### config.mk
export PLATFORM = sky130hd
export DESIGN_NAME = legacy_mode_io_and_interrupt_class
export DESIGN_NICKNAME = d
export VERILOG_FILES = /design/src/rtl/legacy_mode_io_and_interrupt_class.v /design/src/rtl/io_perm_map.v /design/src/rtl/soft_int_redir_map.v
export VERILOG_INCLUDE_DIRS = /design/src /design/src/rtl
export SDC_FILE = /design/constraint.sdc
export NUM_CORES = 2
export LEC_CHECK = 0
export BUFFER_PORTS_ARGS = -buffer_cell sky130_fd_sc_hd__buf_2
export CAP_MARGIN = 20
export CORE_MARGIN = 2
export CORE_UTILIZATION = 35
export CTS_CLUSTER_DIAMETER = 150
export CTS_CLUSTER_SIZE = 8
export DETAILED_ROUTE_END_ITERATION = 8
export HOLD_SLACK_MARGIN = 0.02
export PLACE_DENSITY = 0.53
export SYNTH_ARGS = -nofsm -noshare
export SYNTH_HDL_FRONTEND = slang
export SYNTH_SLANG_ARGS = --single-unit
export TNS_END_PERCENT = 30
### constraint.sdc
create_clock -name i_core_clk -period 3.95 [get_ports i_core_clk]
set_input_delay 0.79 -clock i_core_clk [delete_from_list [all_inputs] [get_ports i_core_clk]]
set_output_delay 0.79 -clock i_core_clk [all_outputs]
set_load 0.03 [all_outputs]
### src/rtl/legacy_mode_map.vh
// constants for the legacy compatibility mode checker and event sorter
// assumes one core clock, avalon-mm register access, word aligned offsets
`ifndef LEGACY_MODE_MAP_VH
`define LEGACY_MODE_MAP_VH

// -----------------------------------------------------------------
// register byte offsets
// -----------------------------------------------------------------
`define LM_OFF_FLAGS 8'h00
`define LM_OFF_CTRL4 8'h04
`define LM_OFF_MODE 8'h08
`define LM_OFF_STATUS 8'h0C
`define LM_OFF_REDIR_BASE 8'h40
`define LM_OFF_IOMAP_BASE 8'h80

// -----------------------------------------------------------------
// flags register fields
// -----------------------------------------------------------------
`define LM_FLAGS_MASK 32'h001B7300
`define LM_FLAGS_RESET 32'h00000000
`define LM_BIT_TRAP 8
`define LM_BIT_INTR_EN 9
`define LM_BIT_IO_PRIVILEGE_LEVEL_FIELD_LO 12
`define LM_BIT_IO_PRIVILEGE_LEVEL_FIELD_HI 13
`define LM_BIT_NESTED 14
`define LM_BIT_RESUME 16
`define LM_BIT_LEGACY 17
`define LM_BIT_VIF 19
`define LM_BIT_VIP 20
`define LM_BIT_VME 0

// -----------------------------------------------------------------
// event kinds, classes, paths, vectors
// -----------------------------------------------------------------
`define LM_KIND_EXC 2'h0
`define LM_KIND_HW 2'h1
`define LM_KIND_MASKABLE 2'h2
`define LM_KIND_SOFT 2'h3
`define LM_CLASS_NONE 2'h0
`define LM_CLASS_1 2'h1
`define LM_CLASS_2 2'h2
`define LM_CLASS_3 2'h3
`define LM_PATH_IDT 2'h0
`define LM_PATH_LEGACY 2'h1
`define LM_PATH_GPF 2'h2
`define LM_VEC_BREAK 8'h03
`define LM_VEC_GPF 8'h0D
`define LM_PRIV_USER 2'h3

// -----------------------------------------------------------------
// map sizes and options
// -----------------------------------------------------------------
`define LM_IOMAP_WORDS 32
`define LM_REDIR_WORDS 8
`define LM_HAS_EXT 1'b1

`endif

### src/rtl/legacy_mode_io_and_interrupt_class.v
// legacy compatibility mode: port checks, page traps, event classing
// assumes requests come from core logic on the same clock, one per cycle
//
// Local design decisions: the Avalon-MM register port and the placing of the registers.
`include "legacy_mode_map.vh"
module legacy_mode_io_and_interrupt_class (
    input wire i_core_clk,
    input wire i_arst_n,
    input wire [7:0] i_avs_address,
    input wire i_avs_read,
    input wire i_avs_write,
    input wire [31:0] i_avs_writedata,
    input wire [3:0] i_avs_byteenable,
    output reg [31:0] o_avs_readdata,
    output wire o_avs_waitrequest,
    input wire i_evt_valid,
    input wire [1:0] i_evt_kind,
    input wire [7:0] i_evt_vector,
    input wire i_evt_intr_gate,
    output reg o_evt_done,
    output reg [1:0] o_evt_class,
    output reg [1:0] o_evt_path,
    output reg [7:0] o_evt_vector,
    input wire i_io_valid,
    input wire [15:0] i_io_port,
    output reg o_io_done,
    output reg o_io_fault,
    input wire i_page_valid,
    input wire i_page_present,
    output reg o_page_fault,
    input wire i_sens_valid,
    output reg o_sens_fault,
    output wire o_legacy_mode,
    output wire o_vif_active
);
    // ---------------------------------------------------------------
    // state
    // ---------------------------------------------------------------
    reg [31:0] flags_q;
    reg [31:0] flags_d;
    reg vme_q;
    reg [1:0] cpl_q;
    reg ack_q;
    reg [1:0] last_class_q;
    reg [1:0] last_path_q;
    reg [31:0] rdata_d;
    reg [1:0] cls_d;
    reg [1:0] path_d;
    reg [7:0] vec_d;
    reg deliver_d;
    reg set_vip_d;

    // ---------------------------------------------------------------
    // combinational terms
    // ---------------------------------------------------------------
    wire [31:0] iomap_word;
    wire [31:0] redir_word;
    wire io_denied;
    wire redirect;
    wire legacy;
    wire virtual_mode_extension_enable;
    wire [1:0] io_privilege_level_field;
    wire [1:0] cur_priv;
    wire wr_take;
    wire rd_first;
    wire sel_flags;
    wire sel_ctrl4;
    wire sel_mode;
    wire sel_redir;
    wire sel_iomap;
    wire sel_status;
    wire io_map_applies;
    wire sens_trap;

    function [31:0] lane_merge;
        input [31:0] old_v;
        input [31:0] new_v;
        input [3:0] be;
        integer k;
        begin
            lane_merge = old_v;
            for (k = 0; k < 4; k = k + 1) begin
                if (be[k]) begin
                    lane_merge[k*8 +: 8] = new_v[k*8 +: 8];
                end
            end
        end
    endfunction

    // ---------------------------------------------------------------
    // derived mode and privilege
    // ---------------------------------------------------------------
    assign legacy = flags_q[`LM_BIT_LEGACY];
    assign virtual_mode_extension_enable = vme_q & `LM_HAS_EXT;
    assign io_privilege_level_field = flags_q[`LM_BIT_IO_PRIVILEGE_LEVEL_FIELD_HI:`LM_BIT_IO_PRIVILEGE_LEVEL_FIELD_LO];
    // forced user level
    // the written level only counts in protected mode
    assign cur_priv = legacy ? `LM_PRIV_USER : cpl_q;
    assign o_vif_active = virtual_mode_extension_enable & legacy & (io_privilege_level_field != `LM_PRIV_USER);
    assign o_legacy_mode = legacy;
    assign io_map_applies = legacy | (cur_priv > io_privilege_level_field);
    assign sens_trap = cur_priv > io_privilege_level_field;

    // ---------------------------------------------------------------
    // avalon slave: one wait cycle, readdata latched in that cycle
    // ---------------------------------------------------------------
    // the ack flop gives exactly one wait state, so a held request
    // is taken once and the next request waits again
    assign o_avs_waitrequest = (i_avs_read | i_avs_write) & ~ack_q;
    assign wr_take = i_avs_write & ack_q;
    // read data is captured in the wait cycle and stands at the taking edge
    assign rd_first = i_avs_read & ~ack_q;
    // ---------------------------------------------------------------
    // register decode
    // ---------------------------------------------------------------
    assign sel_flags = (i_avs_address == `LM_OFF_FLAGS);
    assign sel_ctrl4 = (i_avs_address == `LM_OFF_CTRL4);
    assign sel_mode = (i_avs_address == `LM_OFF_MODE);
    assign sel_redir = (i_avs_address[7:5] == 3'h2) &
        (i_avs_address[1:0] == 2'h0);
    assign sel_iomap = i_avs_address[7] & (i_avs_address[1:0] == 2'h0);
    assign sel_status = (i_avs_address == `LM_OFF_STATUS);

    always @* begin
        rdata_d = 32'h00000000;
        if (sel_flags) begin
            rdata_d = flags_q;
        end else if (sel_ctrl4) begin
            rdata_d[`LM_BIT_VME] = virtual_mode_extension_enable;
        end else if (sel_mode) begin
            rdata_d[1:0] = cur_priv;
        end else if (sel_status) begin
            rdata_d[1:0] = last_class_q;
            rdata_d[3:2] = last_path_q;
            rdata_d[4] = o_vif_active;
            rdata_d[5] = legacy;
        end else if (sel_redir && `LM_HAS_EXT) begin
            rdata_d = redir_word;
        end else if (sel_iomap) begin
            rdata_d = iomap_word;
        end
    end

    // ---------------------------------------------------------------
    // bit maps
    // ---------------------------------------------------------------
    io_perm_map u_iomap (
        .i_core_clk(i_core_clk),
        .i_arst_n(i_arst_n),
        .i_wr_en(wr_take & sel_iomap),
        .i_wr_idx(i_avs_address[6:2]),
        .i_wr_data(i_avs_writedata),
        .i_wr_be(i_avs_byteenable),
        .i_rd_idx(i_avs_address[6:2]),
        .o_rd_word(iomap_word),
        .i_port(i_io_port),
        .o_denied(io_denied)
    );

    soft_int_redir_map u_redir (
        .i_core_clk(i_core_clk),
        .i_arst_n(i_arst_n),
        .i_wr_en(wr_take & sel_redir),
        .i_wr_idx(i_avs_address[4:2]),
        .i_wr_data(i_avs_writedata),
        .i_wr_be(i_avs_byteenable),
        .i_rd_idx(i_avs_address[4:2]),
        .o_rd_word(redir_word),
        .i_vector(i_evt_vector),
        .o_redirect(redirect)
    );

    // ---------------------------------------------------------------
    // event sorting
    // ---------------------------------------------------------------
    always @* begin
        cls_d = `LM_CLASS_1;
        path_d = `LM_PATH_IDT;
        vec_d = i_evt_vector;
        set_vip_d = 1'b0;
        if (i_evt_kind == `LM_KIND_SOFT) begin
            cls_d = `LM_CLASS_3;
            if (!legacy) begin
                path_d = `LM_PATH_IDT;
            end else if (i_evt_vector == `LM_VEC_BREAK) begin
                path_d = `LM_PATH_IDT;
            end else if (virtual_mode_extension_enable && redirect) begin
                path_d = `LM_PATH_LEGACY;
            end else if (io_privilege_level_field == `LM_PRIV_USER) begin
                path_d = `LM_PATH_IDT;
            end else begin
                path_d = `LM_PATH_GPF;
                vec_d = `LM_VEC_GPF;
            end
        end else if (i_evt_kind == `LM_KIND_MASKABLE && virtual_mode_extension_enable && legacy) begin
            cls_d = `LM_CLASS_2;
            set_vip_d = o_vif_active & ~flags_q[`LM_BIT_VIF];
        end else begin
            cls_d = `LM_CLASS_1;
        end
        // redirected interrupts stay in legacy mode: no flags cleared
        deliver_d = i_evt_valid & legacy & (path_d != `LM_PATH_LEGACY);
    end

    // ---------------------------------------------------------------
    // flags register: software write, then hardware updates win
    // ---------------------------------------------------------------
    always @* begin
        flags_d = flags_q;
        if (wr_take && sel_flags) begin
            flags_d = lane_merge(flags_q, i_avs_writedata,
                i_avs_byteenable) & `LM_FLAGS_MASK;
            if (!`LM_HAS_EXT) begin
                flags_d[`LM_BIT_VIF] = 1'b0;
                flags_d[`LM_BIT_VIP] = 1'b0;
            end
        end
        if (deliver_d) begin
            flags_d[`LM_BIT_LEGACY] = 1'b0;
            flags_d[`LM_BIT_NESTED] = 1'b0;
            flags_d[`LM_BIT_RESUME] = 1'b0;
            flags_d[`LM_BIT_TRAP] = 1'b0;
            if (i_evt_intr_gate) begin
                flags_d[`LM_BIT_INTR_EN] = 1'b0;
            end
        end
        // pending set beats a software clear in the same cycle
        if (i_evt_valid && set_vip_d) begin
            flags_d[`LM_BIT_VIP] = 1'b1;
        end
    end

    // ---------------------------------------------------------------
    // register updates
    // ---------------------------------------------------------------
    always @(posedge i_core_clk or negedge i_arst_n) begin
        if (!i_arst_n) begin
            flags_q <= `LM_FLAGS_RESET;
            vme_q <= 1'b0;
            cpl_q <= 2'h0;
            ack_q <= 1'b0;
            o_avs_readdata <= 32'h00000000;
        end else begin
            flags_q <= flags_d;
            ack_q <= (i_avs_read | i_avs_write) & ~ack_q;
            if (rd_first) begin
                o_avs_readdata <= rdata_d;
            end
            if (wr_take && sel_ctrl4 && i_avs_byteenable[0]) begin
                vme_q <= i_avs_writedata[`LM_BIT_VME];
            end
            if (wr_take && sel_mode && i_avs_byteenable[0]) begin
                cpl_q <= i_avs_writedata[1:0];
            end
        end
    end

    // ---------------------------------------------------------------
    // answers, one cycle after each request
    // ---------------------------------------------------------------
    always @(posedge i_core_clk or negedge i_arst_n) begin
        if (!i_arst_n) begin
            o_evt_done <= 1'b0;
            o_evt_class <= `LM_CLASS_NONE;
            o_evt_path <= `LM_PATH_IDT;
            o_evt_vector <= 8'h00;
            last_class_q <= `LM_CLASS_NONE;
            last_path_q <= `LM_PATH_IDT;
            o_io_done <= 1'b0;
            o_io_fault <= 1'b0;
            o_page_fault <= 1'b0;
            o_sens_fault <= 1'b0;
        end else begin
            o_evt_done <= i_evt_valid;
            if (i_evt_valid) begin
                o_evt_class <= cls_d;
                o_evt_path <= path_d;
                o_evt_vector <= vec_d;
                last_class_q <= cls_d;
                last_path_q <= path_d;
            end
            o_io_done <= i_io_valid;
            o_io_fault <= i_io_valid & io_denied & io_map_applies;
            o_page_fault <= i_page_valid & ~i_page_present;
            o_sens_fault <= i_sens_valid & sens_trap;
        end
    end
endmodule // legacy_mode_io_and_interrupt_class

### src/rtl/io_perm_map.v
// port permission bit map, one bit per port for ports 0 to 1023, set means the access traps
// assumes writes come from the register slave on the same clock
module io_perm_map (
    input wire i_core_clk,
    input wire i_arst_n,
    input wire i_wr_en,
    input wire [4:0] i_wr_idx,
    input wire [31:0] i_wr_data,
    input wire [3:0] i_wr_be,
    input wire [4:0] i_rd_idx,
    output wire [31:0] o_rd_word,
    input wire [15:0] i_port,
    output wire o_denied
);
    wire [31:0] words [0:31];
    genvar g;
    // ---------------------------------------------------------------
    // map words, reset to all trapping
    // ---------------------------------------------------------------
    generate
        for (g = 0; g < 32; g = g + 1) begin : w
            reg [31:0] word_q;
            integer b;
            always @(posedge i_core_clk or negedge i_arst_n) begin
                if (!i_arst_n) begin
                    word_q <= 32'hFFFFFFFF;
                end else if (i_wr_en && i_wr_idx == g) begin
                    for (b = 0; b < 4; b = b + 1) begin
                        if (i_wr_be[b]) begin
                            word_q[b*8 +: 8] <= i_wr_data[b*8 +: 8];
                        end
                    end
                end
            end
            assign words[g] = word_q;
        end
    endgenerate
    assign o_rd_word = words[i_rd_idx];
    // ports beyond the stored range always trap: the map is kept short
    assign o_denied = (i_port[15:10] != 6'h00) ? 1'b1 :
        words[i_port[9:5]][i_port[4:0]];
endmodule // io_perm_map

### src/rtl/soft_int_redir_map.v
// software interrupt redirection map, 256 flags in 8 words
// assumes writes come from the register slave on the same clock
module soft_int_redir_map (
    input wire i_core_clk,
    input wire i_arst_n,
    input wire i_wr_en,
    input wire [2:0] i_wr_idx,
    input wire [31:0] i_wr_data,
    input wire [3:0] i_wr_be,
    input wire [2:0] i_rd_idx,
    output wire [31:0] o_rd_word,
    input wire [7:0] i_vector,
    output wire o_redirect
);
    wire [31:0] words [0:7];
    genvar g;
    generate
        for (g = 0; g < 8; g = g + 1) begin : w
            reg [31:0] word_q;
            integer b;
            always @(posedge i_core_clk or negedge i_arst_n) begin
                if (!i_arst_n) begin
                    word_q <= 32'h00000000;
                end else if (i_wr_en && i_wr_idx == g) begin
                    for (b = 0; b < 4; b = b + 1) begin
                        if (i_wr_be[b]) begin
                            word_q[b*8 +: 8] <= i_wr_data[b*8 +: 8];
                        end
                    end
                end
            end
            assign words[g] = word_q;
        end
    endgenerate
    assign o_rd_word = words[i_rd_idx];
    assign o_redirect = words[i_vector[7:5]][i_vector[4:0]];
endmodule // soft_int_redir_map

==> run metrics <==
Core Util, Final=0.403; final non-filler cell total=7561; f_max=0.275 GHz; Ports=132; final hold slack=84.7 ps; global route overflow=0; Die X=458 um; Total Routing Usage GR=0.230; Sequential Area=34900 um^2; hold crit path type=input pin to flop; Worst Clk Skew=57.6 ps; drt first-iter violations=3842; initial core utilization=0.353; reg2reg end=u_iomap.w[14].word_q[3]$_DFFE_PN1P_; CTS Buf Count=185; Yosys cell types=66; outcome=complete, no violations; Setup crit start=ack_q$_DFF_PN0_; sequential share of the synthesized area=0.482; Fin. Hold Viols=0; Syn Nets=4685; area of the multi-input gates=35800 um^2; PwrDens=381 nW/um^2; Final nets=4896; worst-path fanout max=8; Worst-path clk slew=50 ps; FF-to-FF Start=ack_q$_DFF_PN0_; H-tree Lvls=4; hpwl dp=166 mm; Slew headroom=0.178; Area growth, synth to finish=14.3%; RD Place Congestion=0.860; flop-to-flop setup slack=320 ps; number of synthesized flops with an enable pin=0; global-route wire length before repair=351 mm; clk sink count=1342; Max IR drop VDD=0.480 mV; placed cell count=7314; Post-synth ARST share=1.00; min cycle time layout=3630 ps; wire per inst=32.0 um; antenna violations before repair=20; fraction of layout cells with a size suffix above 1=0.751; synth top area cells=dfstp_2, mux4_2, mux2_2, dfrtp_1, mux2i_1; vias post-DR=45301; Worst-Margin Slew=1230 ps; CP cell instances=nand2_1, nor3_1, buf_4, nand2_1, nor2_1, nand2_1, mux2_2; Die Ht=458 um; Worst path max stage delay=950 ps; worst path bufs/invs=1; pin count of the biggest net entering global routing=88; Port Buffers=131; Critical Path RT=4700 ps; YS warnings=0; Root Buffer=clkbuf_16; Post-Syn Area=72300 um^2; Via-to-Cell Ratio=5.99; Post-synth top flop=dfstp_2; max-slew violations=0; TritonCTS clock tree=yes; Worst Setup Path Type=flop to flop; postcts setup bufs=0; unrepaired setup endpoints after global routing=false; number of fill cells=18722; Final period util=0.920; CP max stage cell=nor2_1; data arrival time of the critical path=4390 ps; most frequent CP cell=nand2_1; CP Capture Type=flop; die footprint=210000 um^2; final setup violation count=0; Top delay family on crit path=simple AND/OR/NAND/NOR gates; Yosys reg bits=1342; Hold Path Sink=o_io_done$_DFF_PN0_; Post-DP Area=77500 um^2; core area=205000 um^2; post-synth top area share=0.372; cts repair resizes=0; vias in the first global route=46451; Hold Path Depth=1; syn_area_per_cell=15.7 um^2; # Max-Cap Violations=0; hold wc startpoint=i_io_valid; clk_lat worst skew=850 ps; CP startpoint kind=flop; Pre-antenna DRT Iters=8; Syn Inst Count=4603; DRC=0; Clock Path Buffers=3; post-route ant nets=0; row cnt=166; Final Instance Area=82600 um^2; R2R depth=7; hold_buf cts=0; leading area contributor after synthesis=dfstp_2; WL final=242 mm; Pleak=33.7 nW
==> cells in the final DEF (no fill, tap or decap), drive strengths merged, types with 53 or more instances in the layout <==
| master | instances |
|---|---|
| clkbuf | 229 |
| dfrtp | 318 |
| buf | 402 |
| nor2 | 82 |
| dfstp | 1024 |
| a22oi | 53 |
| mux2 | 1320 |
| mux2i | 150 |
| nand2 | 246 |
| mux4 | 691 |
==> per-stage QoR <==
step	worst slack (ps)	total power [mW]	TNS (ps)
CTS	509	31.9	0
floorplan	602	15.8	0
global route	414	32.6	0
detailed placement	-72.8	17.0	-1240
global placement	-71.1	17.0	-1240
finish	316	31.5	0
==> kinds of logic after synthesis <==
group                    share of synthesized area
multiplexers                                 0.442
adder cells (fa/ha/maj)                   0.000346
AO/OA/AOI/OAI                               0.0250
flip-flops                                   0.482
AND/OR/NAND/NOR                             0.0276
buffers and inverters                       0.0230
==> report_power, final <==
part	switching (mW)	internal, mW
combinational	1.61	0.909
sequential	0.149	14.1
clock	6.19	8.51
total	7.95	23.5
==> state kept, by name (all words and copies together) (netlist names), 2 cells and up <==
register,cells
cpl_q,2
flags_q,9
last_class_q,2
last_path_q,2
o_avs_readdata,32
o_evt_vector,8
u_iomap.w.word_q,1024
u_redir.w.word_q,256
==> worst register-to-register path: stages (launching register included) <==
cell     delay (ps)
dfrtp_1         490
nand2_1         270
nor3_1          410
buf_4           220
nand2_1         100
nor2_1          950
nand2_1         650
mux2_2          460
==> layer usage <==
metal / GRT usage / part of all wire / routed length (um)
met1: 0.318 / 0.43 / 105000
met2: 0.373 / 0.48 / 116000
met3: 0.0352 / 0.056 / 13500
met4: 0.0687 / 0.030 / 7170
met5: 0 / 0.00024 / 59
==> cells in the mapped netlist, types with 4 or more instances <==
| library cell | number |
|---|---|
| inv_1 | 9 |
| nand2_1 | 246 |
| dfstp_2 | 1024 |
| o22ai_1 | 12 |
| nand2b_1 | 10 |
| nor3_1 | 16 |
| buf_1 | 33 |
| dfrtp_1 | 318 |
| and2_1 | 7 |
| mux2i_1 | 150 |
| o22a_1 | 17 |
| o2111ai_1 | 7 |
| buf_6 | 5 |
| nor4_1 | 8 |
| nor2_1 | 82 |
| mux2_2 | 1319 |
| nand3_1 | 32 |
| or3_1 | 4 |
| o211ai_1 | 8 |
| o21ai_0 | 49 |
| a222oi_1 | 13 |
| a22oi_1 | 53 |
| a21oi_1 | 29 |
| o221ai_1 | 18 |
| clkbuf_1 | 255 |
| a211oi_1 | 5 |
| mux4_2 | 691 |
| buf_4 | 18 |
| a31oi_1 | 6 |
| a221oi_1 | 6 |
| nor2b_1 | 14 |
| a2111oi_0 | 4 |
| nand4_1 | 17 |
| buf_2 | 68 |
| nand3b_1 | 5 |
==> how the worst max path moves through the flow <==
stage | slack [ps] | to | cells past startpoint
floorplan | 600 | o_avs_readdata[8]$_DFFE_PN0P_ | 9
global placement | -70 | u_iomap.w[14].word_q[3]$_DFFE_PN1P_ | 9
detailed placement | -70 | u_iomap.w[8].word_q[3]$_DFFE_PN1P_ | 9
CTS | 510 | u_iomap.w[14].word_q[1]$_DFFE_PN1P_ | 7
global route | 410 | u_iomap.w[14].word_q[3]$_DFFE_PN1P_ | 7
finish | 320 | u_iomap.w[14].word_q[3]$_DFFE_PN1P_ | 7
==> layout make-up <==
| class | instances | share of cell area |
|---|---|---|
| multi-input cells | 2869 | 0.433 |
| flip-flops and latches | 1342 | 0.422 |
| clock buffers | 228 | 0.0586 |
| repair buffers | 403 | 0.0415 |
| well taps | 2688 | 0.0407 |
| clock inverters | 13 | 0.00327 |
| inverters | 13 | 0.000591 |
| diodes | 5 | 0.000151 |
Note: power is estimated with default switching activity, not from simulation.
